### src/hw/fac_pkg.sv
package fac_pkg;
    // first section: divide by 2 then feedback pair giving /3 overall /6
    localparam int unsigned STAGE_A_DIV = 6;
    // two plain binary halvings, 192 kHz to 48 kHz
    localparam int unsigned STAGE_B_DIV = 4;
    // final section: /6 down to 8 kHz
    localparam int unsigned STAGE_C_DIV = 6;
    localparam logic [2:0] CNT6_RST = 3'h0;
    localparam logic [1:0] CNT4_RST = 2'h0;
    localparam logic [2:0] CNT6_LAST = 3'h5;
    localparam logic [1:0] CNT4_LAST = 2'h3;
    // feedback fires when the three tapped stages all read this pattern
    localparam logic [2:0] FB_PATTERN = 3'h7;
    // bit index of each output in the top counter
    localparam int unsigned ADDR_BIT = 2;
endpackage

### src/hw/fac_div6.sv
`timescale 1ns/10ps
// divide-by-six section: a toggle stage then a two-stage pair whose
// feedback gate forces an extra toggle of the middle stage
module fac_div6 (
    input wire logic clk_sys, // system clock
    input wire logic resetn, // synchronous reset, active low
    input wire logic clear, // hold at zero
    input wire logic stepIn, // one-cycle input pulse
    output logic stepOut, // one pulse per six inputs
    output logic [2:0] state // stage values for observation
);
    logic q1_ff, q2_ff, q3_ff;
    logic nxt_q1, nxt_q2, nxt_q3;
    wire logic fbHit;
    wire logic fall1;
    wire logic fall2;
    wire logic flip2;
    // stage 1 falls (1->0) on every second input
    assign fall1 = stepIn && q1_ff;
    // feedback: stage 1 about to rise while stages 2 and 3 are both high
    assign fbHit = stepIn &&
                   ({~q1_ff, q2_ff, q3_ff} == fac_pkg::FB_PATTERN);
    // the extra kick lands between stage-1 falls, so stage 3 becomes a
    // square wave of six inputs instead of eight
    assign flip2 = fall1 || fbHit;
    assign fall2 = flip2 && q2_ff;
    always_comb
    begin
        nxt_q1 = q1_ff ^ stepIn;
        nxt_q2 = q2_ff ^ flip2;
        nxt_q3 = q3_ff ^ fall2;
    end
    always_ff @(posedge clk_sys)
    begin
        if (!resetn || clear)
        begin
            q1_ff <= 1'b0;
            q2_ff <= 1'b0;
            q3_ff <= 1'b0;
        end
        else
        begin
            q1_ff <= nxt_q1;
            q2_ff <= nxt_q2;
            q3_ff <= nxt_q3;
        end
    end
    assign stepOut = fbHit;
    assign state = {q3_ff, q2_ff, q1_ff};
endmodule // fac_div6

### src/hw/fac_frame_address_countdown.sv
`timescale 1ns/10ps
module fac_frame_address_countdown (
    input wire logic clk_sys, // system clock, 25 MHz
    input wire logic resetn, // synchronous reset, active low
    input wire logic countdownPulse, // base-rate pulse, one cycle
    input wire logic skipRequest, // skip pulse, one cycle
    input wire logic addressSeparationMode, // separation mode level
    input wire logic timingOneCtl, // timing-1 control square wave
    input wire logic timingTwoCtl, // timing-2 control square wave
    output logic controlPulse, // doubled-rate control pulse
    output logic trafficTimingOne, // medium-traffic timing-1 wave
    output logic trafficTimingTwo, // medium-traffic timing-2 wave
    output logic timingOutOne, // shaped timing-1 pulse
    output logic samplePhaseA, // sampling phase A pulse
    output logic timingOutTwo, // shaped timing-2 pulse
    output logic samplePhaseB, // sampling phase B pulse
    output logic frameAddressOne, // 8 kHz address-1
    output logic frameAddressTwo // 8 kHz address-2
);
    // all async pins pass two flops before use
    logic [4:0] syncA_ff, syncB_ff;
    logic [4:0] nxt_syncA, nxt_syncB;
    logic cdLast_ff, t1Last_ff, t2Last_ff;
    logic [5:0] gap_ff, halfCnt_ff;
    logic [5:0] nxt_gap, nxt_halfCnt;
    logic echoPend_ff, nxt_echoPend;
    logic inhibit_ff, nxt_inhibit;
    logic half_ff, nxt_half;
    logic [1:0] mid_ff, nxt_mid;
    logic ctl_ff, tra1_ff, tra2_ff, to1_ff, pa_ff, to2_ff, pb_ff;
    logic adr1_ff, adr2_ff;
    wire logic cdIn, skipIn, modeIn, t1In, t2In;
    wire logic cdRise, t1Rise, t2Rise;
    wire logic echoFire, rawPulse, passPulse, midWrap;
    wire logic stepC, stepD;
    wire logic [2:0] stA, stD;
    wire logic idle;

    assign nxt_syncA = {timingTwoCtl, timingOneCtl, addressSeparationMode,
                        skipRequest, countdownPulse};
    assign nxt_syncB = syncA_ff;
    assign {t2In, t1In, modeIn, skipIn, cdIn} = syncB_ff;
    assign idle = !modeIn;
    assign cdRise = cdIn && !cdLast_ff;
    assign t1Rise = t1In && !t1Last_ff;
    assign t2Rise = t2In && !t2Last_ff;

    // echo lands half the measured input period later
    assign echoFire = echoPend_ff && (halfCnt_ff == gap_ff[5:0] >> 1);
    assign rawPulse = cdRise || echoFire;
    // a skip held in inhibit swallows exactly one doubled pulse
    assign passPulse = rawPulse && !inhibit_ff && !idle;
    assign nxt_gap = cdRise ? halfCnt_ff : gap_ff;
    assign nxt_halfCnt = cdRise ? 6'h0 :
                         (halfCnt_ff == 6'h3f ? halfCnt_ff : halfCnt_ff + 6'h1);
    assign nxt_echoPend = cdRise ? 1'b1 : (echoFire ? 1'b0 : echoPend_ff);
    // set wins when a skip lands on the clearing pulse
    assign nxt_inhibit = idle ? 1'b0 :
                         ((skipIn && modeIn) ? 1'b1 :
                         (rawPulse ? 1'b0 : inhibit_ff));
    assign nxt_half = half_ff ^ passPulse;
    assign midWrap = stepC && (mid_ff == fac_pkg::CNT4_LAST);
    assign nxt_mid = stepC ? mid_ff + 2'h1 : mid_ff;

    fac_div6 uDivA (
        .clk_sys(clk_sys),
        .resetn(resetn),
        .clear(idle),
        .stepIn(passPulse),
        .stepOut(stepC),
        .state(stA)
    );
    fac_div6 uDivC (
        .clk_sys(clk_sys),
        .resetn(resetn),
        .clear(idle),
        .stepIn(midWrap),
        .stepOut(stepD),
        .state(stD)
    );

    always_ff @(posedge clk_sys)
    begin
        syncA_ff <= nxt_syncA;
        syncB_ff <= nxt_syncB;
        if (!resetn)
        begin
            cdLast_ff <= 1'b0;
            t1Last_ff <= 1'b0;
            t2Last_ff <= 1'b0;
            gap_ff <= 6'h0;
            halfCnt_ff <= 6'h0;
            echoPend_ff <= 1'b0;
            inhibit_ff <= 1'b0;
            half_ff <= 1'b0;
            mid_ff <= fac_pkg::CNT4_RST;
        end
        else
        begin
            cdLast_ff <= cdIn;
            t1Last_ff <= t1In;
            t2Last_ff <= t2In;
            gap_ff <= nxt_gap;
            halfCnt_ff <= nxt_halfCnt;
            echoPend_ff <= nxt_echoPend;
            inhibit_ff <= nxt_inhibit;
            half_ff <= idle ? 1'b0 : nxt_half;
            mid_ff <= idle ? fac_pkg::CNT4_RST : nxt_mid;
        end
    end

    always_ff @(posedge clk_sys)
    begin
        if (!resetn)
        begin
            ctl_ff <= 1'b0;
            tra1_ff <= 1'b0;
            tra2_ff <= 1'b1;
            to1_ff <= 1'b0;
            pa_ff <= 1'b0;
            to2_ff <= 1'b0;
            pb_ff <= 1'b0;
            adr1_ff <= 1'b0;
            adr2_ff <= 1'b1;
        end
        else
        begin
            ctl_ff <= passPulse;
            tra1_ff <= half_ff;
            tra2_ff <= !half_ff;
            to1_ff <= t1Rise;
            pa_ff <= t1Rise;
            to2_ff <= t2Rise;
            pb_ff <= t2Rise;
            adr1_ff <= stD[fac_pkg::ADDR_BIT];
            adr2_ff <= !stD[fac_pkg::ADDR_BIT];
        end
    end

    assign controlPulse = ctl_ff;
    assign trafficTimingOne = tra1_ff;
    assign trafficTimingTwo = tra2_ff;
    assign timingOutOne = to1_ff;
    assign samplePhaseA = pa_ff;
    assign timingOutTwo = to2_ff;
    assign samplePhaseB = pb_ff;
    assign frameAddressOne = adr1_ff;
    assign frameAddressTwo = adr2_ff;
endmodule // fac_frame_address_countdown

### config.mk
export PLATFORM = sky130hd
export DESIGN_NAME = fac_frame_address_countdown
export DESIGN_NICKNAME = d
export VERILOG_FILES = /design/src/hw/fac_pkg.sv /design/src/hw/fac_div6.sv /design/src/hw/fac_frame_address_countdown.sv
export SDC_FILE = /design/constraint.sdc
export NUM_CORES = 1
export LEC_CHECK = 0
export BUFFER_PORTS_ARGS = -buffer_cell sky130_fd_sc_hd__buf_2
export CORE_MARGIN = 4
export CORE_UTILIZATION = 33
export CTS_CLUSTER_DIAMETER = 120
export CTS_CLUSTER_SIZE = 28
export DETAILED_ROUTE_END_ITERATION = 10
export HOLD_SLACK_MARGIN = 0.15
export PLACE_DENSITY_LB_ADDON = 0.2
export SYNTH_ARGS = -nofsm -noshare
export SYNTH_HDL_FRONTEND = slang
export SYNTH_SLANG_ARGS = --single-unit
### constraint.sdc
create_clock -name clk_sys -period 6.2 [get_ports clk_sys]
set_clock_uncertainty 0.2 [all_clocks]
set_input_delay 1.24 -clock clk_sys [delete_from_list [all_inputs] [get_ports clk_sys]]
set_output_delay 1.24 -clock clk_sys [all_outputs]
set_load 0.03 [all_outputs]
==> results of run 1 <==
==> registers in the layout, summed over array words and instances (netlist names), 2 cells and up <==
name and cells:
mid_ff 2, halfCnt_ff 6, gap_ff 5, nxt_syncB 5, syncB_ff 5
==> power by group through the flow <==
stage	clock (uW)	sequential, uW	combinational [uW]
after global placement	0	289	27.6
after detailed placement	0	289	27.9
after floorplan	0	291	18.8
after global routing	195	284	34.0
final	175	283	30.2
after CTS	182	283	30.5
==> stage by stage <==
stage | hold slack [ns] | instances | instance area, sq um | util [%] | worst slack (ns)
floorplan | 0.110 | 152 | 1550 | - | 3.91
global placement | 0.110 | 212 | 1650 | 37.0 | 3.77
detailed placement | 0.114 | 212 | 1650 | 37.0 | 3.75
CTS | 0.188 | 225 | 1790 | 40.3 | 3.92
global route | 0.198 | 225 | 1790 | 40.3 | 3.74
finish | 0.183 | 225 | 1790 | 40.3 | 3.93
==> worst paths after layout <==
kind	start	to	slack [ns]	depth (start not counted)
setup / recovery	syncB_ff[2]	uDivC.q2_ff	3.93	8
hold / removal	t2Last_ff	samplePhaseB	0.18	1
setup reg to reg	syncB_ff[2]	uDivC.q2_ff	3.93	8
hold reg to reg	t2Last_ff	samplePhaseB	0.18	1
==> cell families (layout without fill, tap and decap cells) <==
group | Yosys count | after routing | share of synthesized area (%)
adders and majority gates | 6 | 6 | 4.84
buffers and inverters | 10 | 31 | 3.63
muxes | 3 | 3 | 1.94
xor gates and xnor gates | 9 | 9 | 6.05
AOI/OAI and AO/OA | 21 | 21 | 9.27
and+or+nand+nor | 61 | 61 | 20.1
DFF | 42 | 42 | 54.2
==> worst max-delay path, cell delays in order, from the launching register on <==
cell and delay, ns:
dfxtp_1 0.46, nor2b_1 0.27, nand4_1 0.13, o21ai_2 0.29
and2_2 0.20, ha_1 0.14, a41o_1 0.09, ha_1 0.22
and3_1 0.17
==> layout by cell type, fill, tap and decap left out, drive strengths merged <==
| cell type | Yosys | routed |
|---|---|---|
| a31oi | 3 | 3 |
| or2 | 2 | 2 |
| a41o | 1 | 1 |
| nand4 | 2 | 2 |
| nor3 | 2 | 2 |
| nor4 | 1 | 1 |
| or2b | 1 | 1 |
| clkbuf | 3 | 5 |
| clkinvlp | 0 | 2 |
| nand3 | 3 | 3 |
| dfxtp | 42 | 42 |
| buf | 4 | 15 |
| a21oi | 3 | 3 |
| nand2 | 22 | 22 |
| inv | 3 | 4 |
| dlygate4sd3 | 0 | 5 |
| xor2 | 1 | 1 |
| o2111ai | 1 | 1 |
| nor2b | 6 | 6 |
| or3 | 1 | 1 |
| mux2i | 3 | 3 |
| and2 | 5 | 5 |
| a21boi | 6 | 6 |
| nor2 | 8 | 8 |
| and3b | 1 | 1 |
| xnor2 | 8 | 8 |
| and3 | 5 | 5 |
| nand2b | 2 | 2 |
| o211ai | 3 | 3 |
| o21ai | 4 | 4 |
| ha | 6 | 6 |
==> layer usage <==
layer | track usage [%] | share of wire, %
met1 | 11.2 | 46
met4 | 4.35 | 1.5
met3 | 3.55 | 4.4
met2 | 15.6 | 48
met5 | 0 | 0
==> final cells by class <==
type | count | area share (%)
Sequential cell | 42 | 47.0
Inverter | 3 | 0.629
Clock inverter | 3 | 1.33
Multi-Input combinational cell | 100 | 36.6
Tap cell | 52 | 3.64
Timing Repair Buffer | 20 | 6.99
Clock buffer | 5 | 3.85
==> what timing repair did <==
action,CTS,global route
hold endpoints to repair,5,0
hold buffers,5,0
setup endpoints to repair,0,0
==> results.json, run 1 <==
{
  "wl_per_cell_microns": 11.2,
  "diodes": 0,
  "crit_path_max_fanout": 8,
  "power_frac_seq_pct": 57.9,
  "status": "complete, no violations",
  "wirelength_mm": 2.52,
  "comb_power_share_pct": 6.2,
  "worst_pin_slew_ns": 0.476,
  "ys_top_cells_by_area": "dfxtp_1 (54%), nand2_1 (5.3%), ha_1 (4.8%)",
  "ys_types": 36,
  "rsz0062_at_grt": "no",
  "grt_pass1_wl_mm": 4.53,
  "hold_viol_final": 0,
  "cts-resized-gates": 0,
  "setup_tns_ns": 0,
  "syn_area_per_cell_sq_um": 10.2,
  "remaining_drc_errors": 0,
  "synthArstFlopShare_pct": 0,
  "port_buffers": 15,
  "p_clk_share_pct": 35.9,
  "cts.sinks": 42,
  "numCtsBuffers": 5,
  "fillers": 460,
  "grt_pass1_vias": 1047,
  "hp-class": "register to register",
  "yosys_warnings": 0,
  "vdd.ir_drop.worst_mv": 0.174,
  "synth_nets": 165,
  "start_util_pct": 34.9,
  "hpwl_mm": 1.81,
  "synth_top_area_share_pct": 54.2,
  "cts_tree": "done",
  "p_int_uw": 371,
  "yosysTopAreaCell": "dfxtp_1",
  "cp.arrival_ns": 2.26,
  "synth-seq-cells": 42,
  "min_period_over_period_pct": 36.6,
  "final_nets": 185,
  "insertion_delay_ns": 0.29,
  "ys_seq_area_share_pct": 54.2,
  "relSlewSlack_pct": 68.3,
  "antenna_found_initial": 0,
  "antenna_left": 0,
  "total_power_uw": 488,
  "drive_gt1_share_pct": 16.8,
  "crit_path_start_kind": "register",
  "rows": 24,
  "cp-end-kind": "register",
  "path_clk_slew_ns": 0.08,
  "fp.dieArea_sq_um": 5860,
  "htree_levels": 2,
  "ys.flop_type": "dfxtp_1",
  "drtIter0Drc": 22,
  "slew_violations": 0,
  "swShare_pct": 24.1,
  "drv_cap": 0,
  "yosysMostFrequentCell": "dfxtp_1",
  "power.switching_uw": 117,
  "overflow": 0,
  "synth-edff-count": 0,
  "firstDrtPassIters": 2,
  "grt_usage_pct": 9.59,
  "p_leak_uw": 0.000739,
  "die_h_microns": 76.6,
  "cp_data_required_time_ns": 6.19,
  "vias_per_cell": 4.72,
  "gp_congestion": 0.822,
  "syn_inst": 152,
  "ios": 16,
  "die_w_microns": 76.6,
  "synth_area_sq_um": 1550,
  "finalCriticalPeriod_ns": 2.27,
  "grt_max_degree": 21,
  "cts_setup_buffers": 0,
  "area_growth_pct": 15.3,
  "core-area_sq_um": 4440,
  "multi_input_area_sq_um": 654,
  "ys_top_cells_by_count": "dfxtp_1 (42), nand2_1 (22), nor2_1 (8)",
  "clock_path_buffers": 2,
  "max_freq_mhz": 440,
  "cts-root-buf": "clkbuf_8",
  "path_class": "register to register",
  "vias": 1063,
  "powerDensity_nw_per_um2": 273,
  "setup_viol": 0,
  "ff_latch_area_sq_um": 841
}
No activity file was read; power rests on OpenSTA's default activity.
==> run 2: changes to the inputs <==
- clock period: 6.2 -> 1.95 ns (I/O delays scaled with it)
==> results.json, run 2 (synthesis gave the netlist of run 1 again) <==
{
  "status": "finished, violations left",
  "violations": "negative setup slack",
  "htree_levels": 2,
  "core-area_sq_um": 4440,
  "setup_viol": 2,
  "vias_per_cell": 4.69,
  "remaining_drc_errors": 0,
  "drv_cap": 0,
  "vias": 1159,
  "dp_cells": 226,
  "cts-root-buf": "clkbuf_8",
  "grt_max_degree": 17,
  "worst_pin_slew_ns": 0.289,
  "rsz0062_at_grt": "yes",
  "top_register": "halfCnt_ff",
  "hp-class": "register to register",
  "total_power_uw": 1860,
  "grt_usage_pct": 11.5,
  "cts.sinks": 42,
  "timing.hold.ws_ns": 0.183,
  "wirelength_mm": 3.00,
  "cp.arrival_ns": 1.97,
  "stdcell_area_sq_um": 2150,
  "area_growth_pct": 38.5,
  "hpwl_mm": 2.12,
  "finalCriticalPeriod_ns": 1.98,
  "ff_latch_area_sq_um": 852,
  "port_buffers": 15,
  "insertion_delay_ns": 0.29,
  "vdd.ir_drop.worst_mv": 0.534,
  "powerDensity_nw_per_um2": 864,
  "relSlewSlack_pct": 80.7,
  "setup_ws_ns": -0.0269,
  "slew_violations": 0,
  "fillers": 415,
  "clock_path_buffers": 2,
  "max_freq_mhz": 506,
  "final_nets": 207,
  "placed_area_sq_um": 1780,
  "wl_per_cell_microns": 12.1,
  "firstDrtPassIters": 4,
  "crit_path_start_kind": "register",
  "final_cell_mix": "dfxtp_1 (33), nand2_1 (22), buf_4 (17), buf_2 (15), dlygate4sd3_1 (10)",
  "drtIter0Drc": 15,
  "grt_pass1_wl_mm": 5.33,
  "die_w_microns": 76.6,
  "drive_gt1_share_pct": 36.4,
  "ios": 16,
  "antenna_found_initial": 0,
  "final_common_cell": "dfxtp_1",
  "diodes": 0,
  "path_class": "register to register",
  "die_h_microns": 76.6,
  "start_util_pct": 34.9,
  "path_clk_slew_ns": 0.08,
  "antenna_left": 0,
  "largest_reg_flops": 6,
  "multi_input_area_sq_um": 779,
  "fp.dieArea_sq_um": 5860,
  "numCtsBuffers": 5,
  "crit_path_max_fanout": 4,
  "gp_congestion": 0.760,
  "grt_pass1_vias": 1167,
  "layout.cells.non_filler": 247,
  "hold_viol_final": 0,
  "p_leak_uw": 0.000882,
  "min_period_over_period_pct": 101,
  "rrSetupSlack_ns": -0.03,
  "cp_data_required_time_ns": 1.94,
  "cts_tree": "done",
  "rows": 24,
  "overflow": 0,
  "cp-end-kind": "register"
}
==> run 2: timing repair <==
| item | CTS | global route |
|---|---|---|
| pin swaps | 13 | 11 |
| gates cloned | 0 | 0 |
| buffers inserted | 1 | 2 |
| setup endpoints to repair | 4 | 5 |
| hold buffers | 10 | 0 |
| resized for setup | 17 | 9 |
| endpoints found under the hold margin | 10 | 0 |
==> run 2: path summary, 6_finish.rpt <==
path | end | start | cells past startpoint
setup / recovery | uDivA.q2_ff | halfCnt_ff[0] | 8
hold / removal | samplePhaseB | t2Last_ff | 1
setup reg to reg | uDivA.q2_ff | halfCnt_ff[0] | 8
hold reg to reg | samplePhaseB | t2Last_ff | 1
==> run 2: metrics by stage <==
step / worst slack (ns) / util [%] / setup TNS (ns)
floorplan: -0.0623 / - / -0.138
global placement: -0.0739 / 40.0 / -0.193
detailed placement: -0.110 / 40.0 / -0.340
CTS: -0.0469 / 47.2 / -0.0866
global route: -0.101 / 48.3 / -0.316
finish: -0.0269 / 48.3 / -0.0283
==> run 2: routing by layer <==
layer  global-route usage [%]  wire length [microns]
met1                     13.6                   1370
met5                        0                      0
met2                     18.0                   1420
met3                     4.02                    140
met4                     6.52                     70
==> run 2: worst max-delay path, stage by stage, from the launching register on <==
cell	delay (ns)
dfxtp_2	0.34
xnor2_2	0.20
nand4_4	0.16
or2_4	0.27
a21oi_2	0.12
ha_2	0.16
or2_4	0.11
ha_4	0.18
and3_4	0.13
==> run 2: power breakdown <==
part           internal, uW  switching [uW]
clock network           513             298
logic                  73.5            75.6
registers               885            12.3
==> run 2: final cells by class <==
| cell class | count | share of cell area (%) |
|---|---|---|
| Sequential cell | 42 | 39.7 |
| Multi-Input combinational cell | 100 | 36.3 |
| Timing Repair Buffer | 42 | 14.1 |
| Clock buffer | 5 | 3.20 |
| Clock inverter | 3 | 3.20 |
| Tap cell | 52 | 3.03 |
| Inverter | 3 | 0.524 |
==> run 3: changes to the inputs <==
- CORE_UTILIZATION: 33 -> 50
==> results.json, run 3 (synthesis gave the netlist of run 1 again) <==
{
  "status": "finished, violations left",
  "violations": "negative setup slack",
  "insertion_delay_ns": 0.33,
  "port_buffers": 15,
  "cp-end-kind": "register",
  "die_h_microns": 63.7,
  "final_cell_mix": "dfxtp_1 (35), nand2_1 (22), buf_4 (18), buf_2 (15), dlygate4sd3_1 (9)",
  "gp_congestion": 0.822,
  "start_util_pct": 54.4,
  "drv_cap": 0,
  "vias_per_cell": 5.00,
  "overflow": 0,
  "antenna_found_initial": 0,
  "reg2reg_from": "halfCnt_ff[1]",
  "drtIter0Drc": 40,
  "grt_usage_pct": 14.9,
  "stdcell_area_sq_um": 1990,
  "grt_max_degree": 21,
  "top_register": "halfCnt_ff",
  "numCtsBuffers": 5,
  "rrSetupSlack_ns": -0.02,
  "min_path_cells": 0,
  "grt_pass1_vias": 1153,
  "grt_pass1_wl_mm": 4.83,
  "wl_per_cell_microns": 12.0,
  "path_class": "register to register",
  "cts.sinks": 42,
  "htree_levels": 2,
  "cp.arrival_ns": 2.01,
  "r2r-end": "uDivC.q2_ff",
  "worst_pin_slew_ns": 0.305,
  "core-area_sq_um": 2850,
  "diodes": 0,
  "area_growth_pct": 28.5,
  "die_w_microns": 63.7,
  "antenna_left": 0,
  "p_leak_uw": 0.000847,
  "min_period_over_period_pct": 101,
  "relSlewSlack_pct": 79.6,
  "hp-class": "register to register",
  "finalCriticalPeriod_ns": 1.97,
  "cts_tree": "done",
  "drive_gt1_share_pct": 32.1,
  "vias": 1136,
  "rsz0062_at_grt": "yes",
  "vdd.ir_drop.worst_mv": 0.589,
  "powerDensity_nw_per_um2": 732,
  "min_to": "syncB_ff[1]",
  "clock_path_buffers": 2,
  "wirelength_mm": 2.72,
  "largest_reg_flops": 6,
  "cp_data_required_time_ns": 1.99,
  "path_clk_slew_ns": 0.12,
  "hpwl_mm": 1.96,
  "hold_viol_final": 0,
  "ios": 16,
  "final_nets": 208,
  "ff2ff_path_depth": 9,
  "remaining_drc_errors": 0,
  "fp.dieArea_sq_um": 4060,
  "hold_start": "nxt_syncB[1]",
  "setup_tns_ns": -0.0538,
  "setup_ws_ns": -0.0214,
  "crit_path_max_fanout": 3,
  "placed_area_sq_um": 1770,
  "rows": 19,
  "slew_violations": 0,
  "setup_viol": 3,
  "crit_path_start_kind": "register",
  "firstDrtPassIters": 4,
  "total_power_uw": 1460,
  "max_freq_mhz": 507,
  "cts-root-buf": "clkbuf_4",
  "final_common_cell": "dfxtp_1"
}
## run 3: changes by cell type in the layout (fill, tap and decap cells not counted), sizes merged
cell | previous run | this run
bufinv | 2 | 0
dlygate4sd3 | 10 | 9
clkinv | 1 | 2
buf | 32 | 34
clkinvlp | 0 | 1
## run 3: critical path, stage by stage (launching register included)
cell and delay (ns):
dfxtp_2 0.35, xnor2_2 0.14, nand4_2 0.12, buf_6 0.12
o21ai_4 0.05, and2_4 0.16, ha_4 0.14, a41o_1 0.20
ha_1 0.26, and3_1 0.14
## run 3: final cells by class
class | count | area, sq um
clock buffers | 5 | 37.5
clock inverters | 3 | 21.3
fillers | 213 | 858
inverters | 3 | 11.3
multi-input cells | 100 | 722
flip-flops and latches | 42 | 852
well taps | 31 | 38.8
repair buffers | 43 | 312
## run 3: what timing repair did
item | in CTS | in global routing
resized for setup | 10 | 5
setup endpoints to repair | 4 | 4
hold buffers | 9 | 0
hold endpoints to repair | 9 | 0
setup buffers | 1 | 2
pin swaps | 8 | 1
## run 3: worst max-delay path by stage
stage / from / cells past startpoint / slack (ns) / end
final: halfCnt_ff[1] / 9 / -0.02 / uDivC.q2_ff
after global routing: halfCnt_ff[1] / 9 / -0.11 / uDivC.q2_ff
after CTS: halfCnt_ff[2] / 9 / -0.03 / uDivC.q2_ff
after detailed placement: halfCnt_ff[1] / 9 / -0.10 / uDivC.q2_ff
after global placement: halfCnt_ff[1] / 8 / -0.07 / uDivA.q2_ff
after floorplan: halfCnt_ff[2] / 9 / -0.06 / uDivA.q2_ff
## run 3: per-layer routing
layer	global-route usage (%)	share of wire, %	vias to the layer above
met3	4.44	4.2	2
met5	0	0	-
met2	25.2	50	24
met1	18.0	46	510
met4	4.85	0.59	0
li1	-	-	600
## run 3: stage by stage
stage	hold WS [ns]	setup WS, ns	cells	utilization (%)
after floorplan	0.110	-0.0623	152	-
final	0.150	-0.0214	227	69.9
after detailed placement	0.112	-0.101	207	62.0
after global placement	0.110	-0.0742	207	62.0
after global routing	0.158	-0.106	227	69.9
after CTS	0.155	-0.0337	225	68.9
## run 3: power by group
part	switching (uW)	internal [uW]
Clock	270	140
Sequential	12.1	885
Combinational	73.7	78.2
